## src/logic/dpd_pkg.sv

```systemverilog
// constants shared by the driver protection and diagnostics block
// assumes a 100 MHz system clock and an APB register bus with 12-bit address
package dpd_pkg;
  // driver counts: three half bridges, two high-side switches
  localparam int DRV_N = 5;
  localparam int HB_N  = 3;

  // clock rate and filter / delay times in their own units
  localparam int CLK_MHZ       = 100;
  localparam int OC_FILTER_US  = 32;    // overcurrent_filter_time
  localparam int OL_FILTER_US  = 1000;  // open_load_filter_time
  localparam int XCUR_TIME_NS  = 2000;  // cross-current protection time

  // derived cycle counts (least times round up)
  localparam int OC_FILTER_CYC = OC_FILTER_US * CLK_MHZ;
  localparam int OL_FILTER_CYC = OL_FILTER_US * CLK_MHZ;
  localparam int XCUR_CYC      = (XCUR_TIME_NS * CLK_MHZ + 999) / 1000;

  // recovery off time as a multiple of the filter time: 1/8 or 1/4 duty
  localparam int OFF_MULT_12   = 7;
  localparam int OFF_MULT_25   = 3;
  localparam int OC_OFF_12_CYC = OC_FILTER_CYC * OFF_MULT_12;
  localparam int OC_OFF_25_CYC = OC_FILTER_CYC * OFF_MULT_25;
  localparam int REC_W         = 16;

  // register byte addresses
  localparam logic [11:0] ADDR_CTRL0 = 12'h000;
  localparam logic [11:0] ADDR_CTRL1 = 12'h004;
  localparam logic [11:0] ADDR_STAT0 = 12'h008;
  localparam logic [11:0] ADDR_STAT1 = 12'h00c;

  // control register fields
  localparam int CTRL_W          = 16;
  localparam int CTRL_CLR_BIT    = 15;
  localparam int CTRL0_REC_LSB   = 1;
  localparam int CTRL0_DUTY_BIT  = 6;
  localparam int CTRL0_MON_LSB   = 9;
  localparam int MON_W           = 3;
  localparam int CTRL0_UVREC_BIT = 12;
  localparam int CTRL1_OUT_LSB   = 1;
  localparam int OUT_W           = 8;
  localparam int CTRL1_PWM_LSB   = 9;
  localparam logic [CTRL_W-1:0] CTRL_RST = 16'h0000;

  // status register fields
  localparam int STAT_FAULT_BIT = 0;
  localparam int STAT_ONE_BIT   = 15;
  localparam int STAT0_OC_LSB   = 1;
  localparam int STAT0_TW_BIT   = 6;
  localparam int STAT0_TSD_BIT  = 7;
  localparam int STAT0_UV_BIT   = 8;
  localparam int STAT0_OV_BIT   = 9;
  localparam int STAT1_OL_LSB   = 1;

  // raw condition vector layout (synchronised as one bus)
  localparam int RAW_OC   = 0;
  localparam int RAW_OL   = 5;
  localparam int RAW_TW   = 10;
  localparam int RAW_TSD  = 11;
  localparam int RAW_COOL = 12;
  localparam int RAW_UV   = 13;
  localparam int RAW_OV   = 14;
  localparam int RAW_PWM  = 15;
  localparam int RAW_N    = 16;
endpackage : dpd_pkg

```

## src/logic/dpd_top.sv

```systemverilog
// protection, diagnostics and output control for five power drivers
// assumes raw analog comparator levels arrive asynchronously, APB on clk
`timescale 1ns/1ps

module dpd_top #(
  parameter int OL_FILTER_CYCLES = dpd_pkg::OL_FILTER_CYC,
  parameter int OC_OFF_12_CYCLES = dpd_pkg::OC_OFF_12_CYC,
  parameter int OC_OFF_25_CYCLES = dpd_pkg::OC_OFF_25_CYC
) (
  // clock and reset
  input  wire logic                       clk,
  input  wire logic                       rst,
  // apb slave
  input  wire logic                       psel,
  input  wire logic                       penable,
  input  wire logic                       pwrite,
  input  wire logic [11:0]                paddr,
  input  wire logic [31:0]                pwdata,
  output logic      [31:0]                prdata,
  output logic                            pready,
  output logic                            pslverr,
  // raw comparator levels, asynchronous
  input  wire logic [dpd_pkg::DRV_N-1:0]  oc_raw,
  input  wire logic [dpd_pkg::DRV_N-1:0]  ol_raw,
  input  wire logic                       tw_raw,
  input  wire logic                       tsd_raw,
  input  wire logic                       tsd_cool_raw,
  input  wire logic                       uv_raw,
  input  wire logic                       ov_raw,
  input  wire logic                       pwm_in,
  // power stage controls
  output logic      [dpd_pkg::DRV_N-1:0]  high_side_switch_on,
  output logic      [dpd_pkg::HB_N-1:0]   low_side_switch_on,
  output logic      [dpd_pkg::HB_N-1:0]   high_side_fast_off,
  output logic      [dpd_pkg::HB_N-1:0]   low_side_fast_off,
  output logic                            charge_pump_en,
  // current monitor select and summary fault
  output logic      [dpd_pkg::DRV_N-1:0]  monitor_sel,
  output logic                            fault
);
  import dpd_pkg::*;

  localparam logic [REC_W-1:0] OFF12 = REC_W'(OC_OFF_12_CYCLES - 1);
  localparam logic [REC_W-1:0] OFF25 = REC_W'(OC_OFF_25_CYCLES - 1);

  // monitor select decode, one-hot, none for codes above four
  function automatic logic [DRV_N-1:0] dpd_mon_decode(
    input logic [MON_W-1:0] sel
  );
    logic [DRV_N-1:0] hot;
    hot = '0;
    for (int k = 0; k < DRV_N; k++) begin
      if (sel == MON_W'(k)) begin
        hot[k] = 1'b1;
      end
    end
    return hot;
  endfunction : dpd_mon_decode

  logic [RAW_N-1:0]  raw_bus;
  logic [RAW_N-1:0]  sync1;
  logic [RAW_N-1:0]  sync2;
  logic [CTRL_W-1:0] ctrl0;
  logic [CTRL_W-1:0] ctrl1;
  logic [DRV_N-1:0]  oc_q;
  logic [DRV_N-1:0]  ol_q;
  logic              tw_q;
  logic              tsd_q;
  logic              uv_q;
  logic              ov_q;
  logic [DRV_N-1:0]  oc_q_d;
  logic [DRV_N-1:0]  oc_flag;
  logic [DRV_N-1:0]  ol_flag;
  logic              tw_flag;
  logic              tsd_flag;
  logic              uv_flag;
  logic              ov_flag;
  logic              tsd_hot;
  logic [REC_W-1:0]  rec_cnt [DRV_N];
  logic [DRV_N-1:0]  rec_off;
  logic [DRV_N-1:0]  drv_block;
  logic [DRV_N-1:0]  drv_active;
  logic [DRV_N-1:0]  rec_en;
  logic [DRV_N-1:0]  pwm_en;
  logic [OUT_W-1:0]  out_bits;
  logic              all_off;
  logic              wr_acc;
  logic              rd_setup;
  logic              clear_all;
  logic              addr_ok;
  logic [CTRL_W-1:0] stat0;
  logic [CTRL_W-1:0] stat1;
  logic [31:0]       next_prdata;

  // comparator levels gathered for a common two-stage synchroniser
  assign raw_bus = {pwm_in, ov_raw, uv_raw, tsd_cool_raw, tsd_raw, tw_raw,
                    ol_raw, oc_raw};

  // synchroniser, first stage read only by the second
  always_ff @(posedge clk) begin
    if (rst) begin
      sync1 <= '0;
      sync2 <= '0;
    end else begin
      sync1 <= raw_bus;
      sync2 <= sync1;
    end
  end

  // per-driver filters; open load counts only on an active output
  for (genvar i = 0; i < DRV_N; i++) begin : g_filt
    dpd_filter #(.CYCLES(OC_FILTER_CYC)) u_oc (
      .clk     (clk),
      .rst     (rst),
      .cond_in (sync2[RAW_OC+i]),
      .qual    (oc_q[i])
    );
    dpd_filter #(.CYCLES(OL_FILTER_CYCLES)) u_ol (
      .clk     (clk),
      .rst     (rst),
      .cond_in (sync2[RAW_OL+i] & drv_active[i]),
      .qual    (ol_q[i])
    );
  end

  dpd_filter #(.CYCLES(OC_FILTER_CYC)) u_tw (
    .clk     (clk),
    .rst     (rst),
    .cond_in (sync2[RAW_TW]),
    .qual    (tw_q)
  );
  dpd_filter #(.CYCLES(OC_FILTER_CYC)) u_tsd (
    .clk     (clk),
    .rst     (rst),
    .cond_in (sync2[RAW_TSD]),
    .qual    (tsd_q)
  );
  dpd_filter #(.CYCLES(OC_FILTER_CYC)) u_uv (
    .clk     (clk),
    .rst     (rst),
    .cond_in (sync2[RAW_UV]),
    .qual    (uv_q)
  );
  dpd_filter #(.CYCLES(OC_FILTER_CYC)) u_ov (
    .clk     (clk),
    .rst     (rst),
    .cond_in (sync2[RAW_OV]),
    .qual    (ov_q)
  );

  // apb decode; zero wait states, error on unmapped words
  assign pready   = 1'b1;
  assign addr_ok  = (paddr == ADDR_CTRL0) || (paddr == ADDR_CTRL1) ||
                    (paddr == ADDR_STAT0) || (paddr == ADDR_STAT1);
  assign pslverr  = psel & penable & ~addr_ok;
  assign wr_acc   = psel & penable & pwrite & addr_ok;
  assign rd_setup = psel & ~penable & ~pwrite;
  // clear request from either control word
  assign clear_all = wr_acc & pwdata[CTRL_CLR_BIT] &
                     ((paddr == ADDR_CTRL0) || (paddr == ADDR_CTRL1));

  // control registers; the clear bit is an action, not stored
  always_ff @(posedge clk) begin
    if (rst) begin
      ctrl0 <= CTRL_RST;
      ctrl1 <= CTRL_RST;
    end else if (wr_acc && paddr == ADDR_CTRL0) begin
      ctrl0 <= {1'b0, pwdata[CTRL_W-2:0]};
    end else if (wr_acc && paddr == ADDR_CTRL1) begin
      ctrl1 <= {1'b0, pwdata[CTRL_W-2:0]};
    end
  end

  // control fields
  assign rec_en   = ctrl0[CTRL0_REC_LSB +: DRV_N];
  assign out_bits = ctrl1[CTRL1_OUT_LSB +: OUT_W];
  assign pwm_en   = ctrl1[CTRL1_PWM_LSB +: DRV_N];

  // sticky status flags; a qualifying condition wins over a clear
  always_ff @(posedge clk) begin
    if (rst) begin
      oc_flag  <= '0;
      ol_flag  <= '0;
      tw_flag  <= 1'b0;
      tsd_flag <= 1'b0;
      uv_flag  <= 1'b0;
      ov_flag  <= 1'b0;
    end else begin
      oc_flag  <= oc_q | (oc_flag & {DRV_N{~clear_all}});
      ol_flag  <= ol_q | (ol_flag & {DRV_N{~clear_all}});
      tw_flag  <= tw_q | (tw_flag & ~clear_all);
      tsd_flag <= tsd_q | (tsd_flag & ~clear_all);
      uv_flag  <= uv_q | (uv_flag & ~clear_all);
      ov_flag  <= ov_q | (ov_flag & ~clear_all);
    end
  end

  // hold shutdown until die has cooled past hysteresis
  always_ff @(posedge clk) begin
    if (rst) begin
      tsd_hot <= 1'b0;
    end else if (tsd_q) begin
      tsd_hot <= 1'b1;
    end else if (sync2[RAW_COOL]) begin
      tsd_hot <= 1'b0;
    end
  end

  // trip edge detect on the qualified overcurrent level
  always_ff @(posedge clk) begin
    if (rst) begin
      oc_q_d <= '0;
    end else begin
      oc_q_d <= oc_q;
    end
  end

  // recovery off-time counters, one per driver
  for (genvar i = 0; i < DRV_N; i++) begin : g_rec
    always_ff @(posedge clk) begin
      if (rst) begin
        rec_cnt[i] <= '0;
      end else if (oc_q[i] && !oc_q_d[i]) begin
        rec_cnt[i] <= ctrl0[CTRL0_DUTY_BIT] ? OFF25 : OFF12;
      end else if (rec_cnt[i] != '0) begin
        rec_cnt[i] <= rec_cnt[i] - 1'b1;
      end
    end
    // off from trip through off time
    assign rec_off[i]   = (oc_q[i] & ~oc_q_d[i]) | (rec_cnt[i] != '0);
    // recovery mode ignores latched flag; otherwise it blocks
    assign drv_block[i] = rec_off[i] | (oc_flag[i] & ~rec_en[i]);
  end

  // outputs floated by supply or temperature; warnings take no part
  // supply gating and its recovery
  // open-load and warning flags never reach this term
  assign all_off = tsd_flag | tsd_hot | uv_q | ov_q |
                   (ctrl0[CTRL0_UVREC_BIT] & (uv_flag | ov_flag));

  always_ff @(posedge clk) begin
    if (rst) begin
      charge_pump_en <= 1'b0;
    end else begin
      charge_pump_en <= ~ov_q;
    end
  end

  // half bridges: control bits in pairs, low side then high side
  for (genvar b = 0; b < HB_N; b++) begin : g_hb
    logic pwm_gate;
    assign pwm_gate = ~pwm_en[b] | sync2[RAW_PWM];
    dpd_bridge u_hb (
      .clk         (clk),
      .rst         (rst),
      .hs_cmd      (out_bits[2*b+1] & pwm_gate),
      .ls_cmd      (out_bits[2*b] & pwm_gate),
      .enable      (~drv_block[b] & ~all_off),
      .hs_on       (high_side_switch_on[b]),
      .ls_on       (low_side_switch_on[b]),
      .hs_fast_off (high_side_fast_off[b]),
      .ls_fast_off (low_side_fast_off[b])
    );
    assign drv_active[b] = high_side_switch_on[b] | low_side_switch_on[b];
  end

  // high-side only drivers take one control bit each; a local flop keeps
  // the gate vector free of mixed procedural and port drivers
  for (genvar h = HB_N; h < DRV_N; h++) begin : g_hs
    logic sw_q;
    always_ff @(posedge clk) begin
      if (rst) begin
        sw_q <= 1'b0;
      end else begin
        sw_q <= out_bits[HB_N+h] & (~pwm_en[h] | sync2[RAW_PWM]) &
                ~drv_block[h] & ~all_off;
      end
    end
    assign high_side_switch_on[h] = sw_q;
    assign drv_active[h]          = sw_q;
  end

  always_ff @(posedge clk) begin
    if (rst) begin
      monitor_sel <= '0;
    end else begin
      monitor_sel <= dpd_mon_decode(ctrl0[CTRL0_MON_LSB +: MON_W]);
    end
  end

  // status words; bit 15 always one so a dead bus is visible
  always_comb begin
    stat0 = '0;
    stat1 = '0;
    stat0[STAT0_OC_LSB +: DRV_N] = oc_flag;
    stat0[STAT0_TW_BIT]          = tw_flag;
    stat0[STAT0_TSD_BIT]         = tsd_flag;
    stat0[STAT0_UV_BIT]          = uv_flag;
    stat0[STAT0_OV_BIT]          = ov_flag;
    stat1[STAT1_OL_LSB +: DRV_N] = ol_flag;
    stat0[STAT_FAULT_BIT]        = fault;
    stat1[STAT_FAULT_BIT]        = fault;
    stat0[STAT_ONE_BIT]          = 1'b1;
    stat1[STAT_ONE_BIT]          = 1'b1;
  end

  // summary fault is the or of every flag
  assign fault = (|oc_flag) | (|ol_flag) | tw_flag | tsd_flag |
                 uv_flag | ov_flag;

  // read mux, captured in setup so data stand in the access cycle
  always_comb begin
    next_prdata = 32'h0000_0000;
    unique case (paddr)
      ADDR_CTRL0: next_prdata = {16'h0000, ctrl0};
      ADDR_CTRL1: next_prdata = {16'h0000, ctrl1};
      ADDR_STAT0: next_prdata = {16'h0000, stat0};
      ADDR_STAT1: next_prdata = {16'h0000, stat1};
      default:    next_prdata = 32'h0000_0000;
    endcase
  end

  // read data register
  always_ff @(posedge clk) begin
    if (rst) begin
      prdata <= 32'h0000_0000;
    end else if (rd_setup) begin
      prdata <= next_prdata;
    end
  end
endmodule : dpd_top

```

## src/logic/dpd_filter.sv

```systemverilog
// persistence filter: qualifies a synchronised condition after a hold time
// assumes cond_in is already in the clk domain
`timescale 1ns/1ps
module dpd_filter #(
  parameter int CYCLES = 3200
) (
  // clock and reset
  input  wire logic clk,
  input  wire logic rst,
  // condition and qualified level
  input  wire logic cond_in,
  output logic      qual
);
  localparam int W = $clog2(CYCLES + 1);
  localparam logic [W-1:0] LIMIT = W'(CYCLES);

  logic [W-1:0] cnt;

  // count while present, saturate at the limit
  always_ff @(posedge clk) begin
    if (rst) begin
      cnt <= '0;
    end else if (!cond_in) begin
      cnt <= '0;
    end else if (cnt != LIMIT) begin
      cnt <= cnt + 1'b1;
    end
  end

  // a glitch shorter than the hold time never reaches the flag
  assign qual = (cnt == LIMIT);
endmodule : dpd_filter

```

## src/logic/dpd_bridge.sv

```systemverilog
// one half bridge: break-before-make sequencing of the two switches
// assumes commands come from logic on the same clock
`timescale 1ns/1ps
module dpd_bridge (
  // clock and reset
  input  wire logic clk,
  input  wire logic rst,
  // commands
  input  wire logic hs_cmd,
  input  wire logic ls_cmd,
  input  wire logic enable,
  // switch controls
  output logic      hs_on,
  output logic      ls_on,
  output logic      hs_fast_off,
  output logic      ls_fast_off
);
  import dpd_pkg::*;

  typedef enum logic [3:0] {
    DPD_OFF  = 4'b0001,
    DPD_HS   = 4'b0010,
    DPD_LS   = 4'b0100,
    DPD_DEAD = 4'b1000
  } dpd_hb_state_t;

  localparam logic [7:0] DEAD_LAST = 8'(XCUR_CYC - 1);

  dpd_hb_state_t state;
  logic [7:0]    dead_cnt;
  logic          last_hs;
  logic          want_hs;
  logic          want_ls;

  // both commands at once would short the supply: treat as off
  assign want_hs = enable & hs_cmd & ~ls_cmd;
  assign want_ls = enable & ls_cmd & ~hs_cmd;

  // sequencing state and dead-time counter
  always_ff @(posedge clk) begin
    if (rst) begin
      state    <= DPD_OFF;
      dead_cnt <= 8'h00;
      last_hs  <= 1'b0;
    end else begin
      unique case (state)
        DPD_OFF: begin
          if (want_hs) begin
            state <= DPD_HS;
          end else if (want_ls) begin
            state <= DPD_LS;
          end
        end
        DPD_HS: begin
          if (!want_hs) begin
            state    <= DPD_DEAD;
            dead_cnt <= DEAD_LAST;
            last_hs  <= 1'b1;
          end
        end
        DPD_LS: begin
          if (!want_ls) begin
            state    <= DPD_DEAD;
            dead_cnt <= DEAD_LAST;
            last_hs  <= 1'b0;
          end
        end
        DPD_DEAD: begin
          if (dead_cnt == 8'h00) begin
            state <= DPD_OFF;
          end else begin
            dead_cnt <= dead_cnt - 1'b1;
          end
        end
      endcase
    end
  end

  // gates follow state; opposite side only after the delay
  assign hs_on = (state == DPD_HS);
  assign ls_on = (state == DPD_LS);
  assign hs_fast_off = !hs_on && !(state == DPD_DEAD && last_hs);
  assign ls_fast_off = !ls_on && !(state == DPD_DEAD && !last_hs);
endmodule : dpd_bridge

```

## config.mk

```make
export PLATFORM = sky130hd
export DESIGN_NAME = dpd_top
export DESIGN_NICKNAME = d
export VERILOG_FILES = /design/src/logic/dpd_pkg.sv /design/src/logic/dpd_top.sv /design/src/logic/dpd_filter.sv /design/src/logic/dpd_bridge.sv
export SDC_FILE = /design/constraint.sdc
export NUM_CORES = 1
export LEC_CHECK = 0
export BUFFER_PORTS_ARGS = -buffer_cell sky130_fd_sc_hd__buf_2
export CORE_UTILIZATION = 53
export CTS_CLUSTER_SIZE = 25
export DETAILED_ROUTE_END_ITERATION = 16
export PLACE_DENSITY = 0.73
export SLEW_MARGIN = 20
export SYNTH_ARGS = -nofsm -noshare
export SYNTH_HDL_FRONTEND = slang
export SYNTH_HIERARCHICAL = 1
export SYNTH_SLANG_ARGS = --single-unit
export TNS_END_PERCENT = 5
```

## constraint.sdc

```tcl
create_clock -name clk -period 4.1 [get_ports clk]
set_input_delay 0.82 -clock clk [delete_from_list [all_inputs] [get_ports clk]]
set_output_delay 0.82 -clock clk [all_outputs]
set_load 0.02 [all_outputs]
```

==> run summary <==
The worst setup path is launched from a register. Once placement completed, the tool counted placed cells totaling 2753. After synthesis, the cell types taking the most area are sky130_fd_sc_hd__dfxtp_1, sky130_fd_sc_hd__edfxtp_1, sky130_fd_sc_hd__mux2i_1. Number of antenna violations at the first check in global routing: 2. The tools report the internal power component as 7.97 mW. The tools report the sort of element at the end of the critical path as a register. The ratio of cells with drive above 1 in the final layout is 11.9%, and the final period demand of the worst path is 3.36 ns.

Routability-driven placement finished with a final weighted congestion of 0.830. The kind of cell with the highest combined delay along the critical path is simple AND/OR/NAND/NOR gates. The first TritonRoute pass finished after 5 iterations.

The cell area that synthesis handed to floorplanning was 21100 um2. The share of synthesized registers carrying an async set or reset came out at 0%. The floorplan step defined a die boundary enclosing 40700 um2.

The maximum vdd drop was 0.000388 V. Number of cells in the finished layout apart from fillers: 2839. The logs give 2213 for the number of instances in the synthesized netlist and 18.2% for the combinational fraction of design power. Detailed routing inserted a total of 16900 vias. The tools report the root buffer selected by CTS as sky130_fd_sc_hd__clkbuf_16. Summed over all cells, the static leakage comes to 7.81 nW.

Clock-pin slew was measured on the worst setup and hold paths at 0.06 ns. The classification of the worst-slack hold path is register to register. In the final routed layout, each cell accounts on average for 16.1 um. The run finished with clean final reports. The number of global-route vias before repair is 16000, and the initial core utilization is 54.1%.

On the worst path, the slowest cell contributes a delay of 0.58 ns. Hold repair after CTS inserted 0 buffers. Distinct cell type count after synthesis: 84. In this run the post-CTS setup repair buffer count came out at 0. For this run, design rule violations remaining after detail routing come to 0.

The number of antenna-violating nets in the routed design is 0, and the total number of clock tree sinks is 418. Per report_power, the clock group accounts for 36.8% of the total. The Yosys step of the flow raised 6 warnings.

Synthesis-to-layout area growth: 10.8%. The total of flip-flops plus latches after synthesis is 418. The area share of the largest cell type after synthesis works out to 32.0%. The number of buffers inserted during clock tree synthesis came out at 46. The tools report the data arrival time at the worst-slack endpoint as 3.77 ns. The die is 202 um wide. After legalization and detailed placement, the total HPWL measured 31800 um. The critical path's slowest cell was sky130_fd_sc_hd__or4_4. The fmax came out at 298 MHz. Counting buffers and inverters, the worst setup path is 9 cells deep. The number of endpoints with negative hold slack in the final report came out at 0. The final net count came out at 2389.

The hold-critical path depth was 1. In the synthesized netlist the dominant register cell turns out to be sky130_fd_sc_hd__dfxtp_1. The worst setup path is of the register to register kind. Across the routed clock network, the largest skew measured is 0.0202 ns.

The tools report the number of gates resized after cts as 0. The switching power came out at 3.15 mW. Wires add up to 45600 um. The max-cap violation count was 0; the number of ports placed on the die boundary was 120. Area of the core: 39000 um2.

In this run switching power makes up 28.3% of total power. Dividing the detail-routed via count by the number of cells gives 5.96. The maximum fanout along the worst path came out at 8. The die height works out to 202 um.

The logs give 0.74 ns for the reg-to-reg setup timing slack and 0 for the total setup violations reported at the end of the flow. Power density of the placed cells: 475 nW/um2. The critical path goes through or4_4, or4_4, or3_4, a2111oi_2, buf_4, o211ai_4, and2_1, nor3_1, a211oi_1.

Port buffering added 86 buffers. The share of total power dissipated in sequential elements is 45.0%. In the layout the commonest cells are sky130_fd_sc_hd__dfxtp_1, sky130_fd_sc_hd__nand2_1, sky130_fd_sc_hd__a21oi_1. Setup repair after global routing left no endpoint under its margin. For the final routed database, the setup TNS stands at 0 ns. Entering global routing, the biggest net connects 62 pins. The first global-routing pass estimated 76600 um of wire. The maximum root-to-sink buffer count came out at 3. The average instance area after synthesis is 9.54 um2, and the relative max-transition margin is 26.9%. The H-tree was split into 2 levels. The clock reaches the later pin of the worst-skew pair after 0.57 ns. The transition time at the pin with the least slew margin is 1.10 ns. The max-slew violation count came out at 0. The critical path data required time came out at 4.51 ns. The synthesized design spends more area on one cell type than any other, namely sky130_fd_sc_hd__dfxtp_1. The number of synthesized flops with an enable pin works out to 80. The total overflow left after global routing is 0.

The buffer and inverter count on the worst path came out at 1. Summing the sequential cell areas from Yosys gives 43.4% of the chip area. The post-route clock period utilization works out to 81.9%. The all-layer global routing usage is 22.3%, and the initial detailed-routing violation count is 1095. The number of placement rows is 72, and the logic depth of the worst register-to-register path is 9. TritonCTS built the clock tree. The cell occurring most often along the worst timing path is sky130_fd_sc_hd__or4_4. Most common cell after layout, fill and taps aside: sky130_fd_sc_hd__dfxtp_1.
[state kept, by name, summed over array words and instances, names as in the netlist, 12 cells and up]
register	count
g_filt.u_ol/cnt	85
ctrl1	15
g_filt.u_oc/cnt	60
rec_cnt	80
sync2	16
u_tw/cnt	12
g_hb.u_hb/state	12
u_uv/cnt	12
prdata	16
u_tsd/cnt	12
sync1	16
g_hb.u_hb/dead_cnt	24
u_ov/cnt	12
ctrl0	15
[cells in the mapped netlist, drive strengths merged, types with 10 or more instances]
cell type and instances:
dfxtp 338, nand2 205, a21oi 120, o21ai 108
mux2i 103, nor2 86, edfxtp 80, nand3 74
inv 72, nand2b 72, nor2b 71, xor2 68
nor4 67, nor3 62, nand4 59, or3 59
o31ai 52, clkbuf 48, or4 48, buf 47
ha 41, xnor2 36, o22ai 23, nand3b 20
or4b 20, nand4bb 19, and2 17, o211ai 17
nor4b 14, o21a 14, a22oi 12, o41ai 12
or2b 10, or3b 10
[cell type report]
| cell class | count | area (um2) |
|---|---|---|
| inverters | 72 | 270 |
| clock buffers | 68 | 1350 |
| repair buffers | 102 | 553 |
| well taps | 518 | 648 |
| multi-input cells | 1643 | 11300 |
| flip-flops and latches | 418 | 9170 |
| clock inverters | 17 | 160 |
| diodes | 1 | 2.50 |
| fillers | 3280 | 15600 |
[routing by layer]
layer | part of all wire [%] | global-route usage (%)
met1 | 46 | 29.2
met2 | 47 | 36.9
met4 | 3.1 | 9.23
met5 | 0.018 | 0
met3 | 4.3 | 3.35
[cells by family after synthesis]
group | count (synthesis) | share of synthesized area (%)
xor+xnor | 104 | 4.31
fa+ha+maj | 41 | 2.43
flops | 418 | 43.4
mux | 108 | 5.41
other cells | 2 | 0.0356
compound gates | 426 | 13.2
simple gates | 947 | 27.6
buf+inv | 167 | 3.64
[final timing paths]
kind / endpoint / from
worst max-delay path: g_hb[2].u_hb/dead_cnt[0] / rec_cnt[2][6]
worst min-delay path: sync2[11] / sync1[11]
worst max register to register: g_hb[2].u_hb/dead_cnt[0] / rec_cnt[2][6]
worst min register to register: sync2[11] / sync1[11]
[metrics by stage]
| stage | cell area [um2] | utilization (%) | worst slack (ns) | power (mW) | hold slack [ns] |
|---|---|---|---|---|---|
| 6_report | 23400 | 60.0 | 0.744 | 11.1 | 0.436 |
| 5_1_grt | 23400 | 60.0 | 0.579 | 11.7 | 0.451 |
| 4_1_cts | 23400 | 60.0 | 0.738 | 11.2 | 0.430 |
| 3_5_place_dp | 21900 | 56.1 | 0.796 | 7.07 | 0.423 |
| 3_3_place_gp | 21900 | 56.1 | 0.786 | 6.98 | 0.417 |
| 2_1_floorplan | 21200 | - | 0.462 | 6.60 | 0.414 |
[power groups by stage]
stage / sequential [mW] / combinational (mW) / clock [mW]
global placement: 5.06 / 1.92 / 0
global route: 5.06 / 2.29 / 4.36
detailed placement: 5.08 / 1.99 / 0
floorplan: 4.98 / 1.62 / 0
CTS: 5.00 / 2.01 / 4.18
finish: 5.01 / 2.02 / 4.09
(Power assumes the default switching activity.)
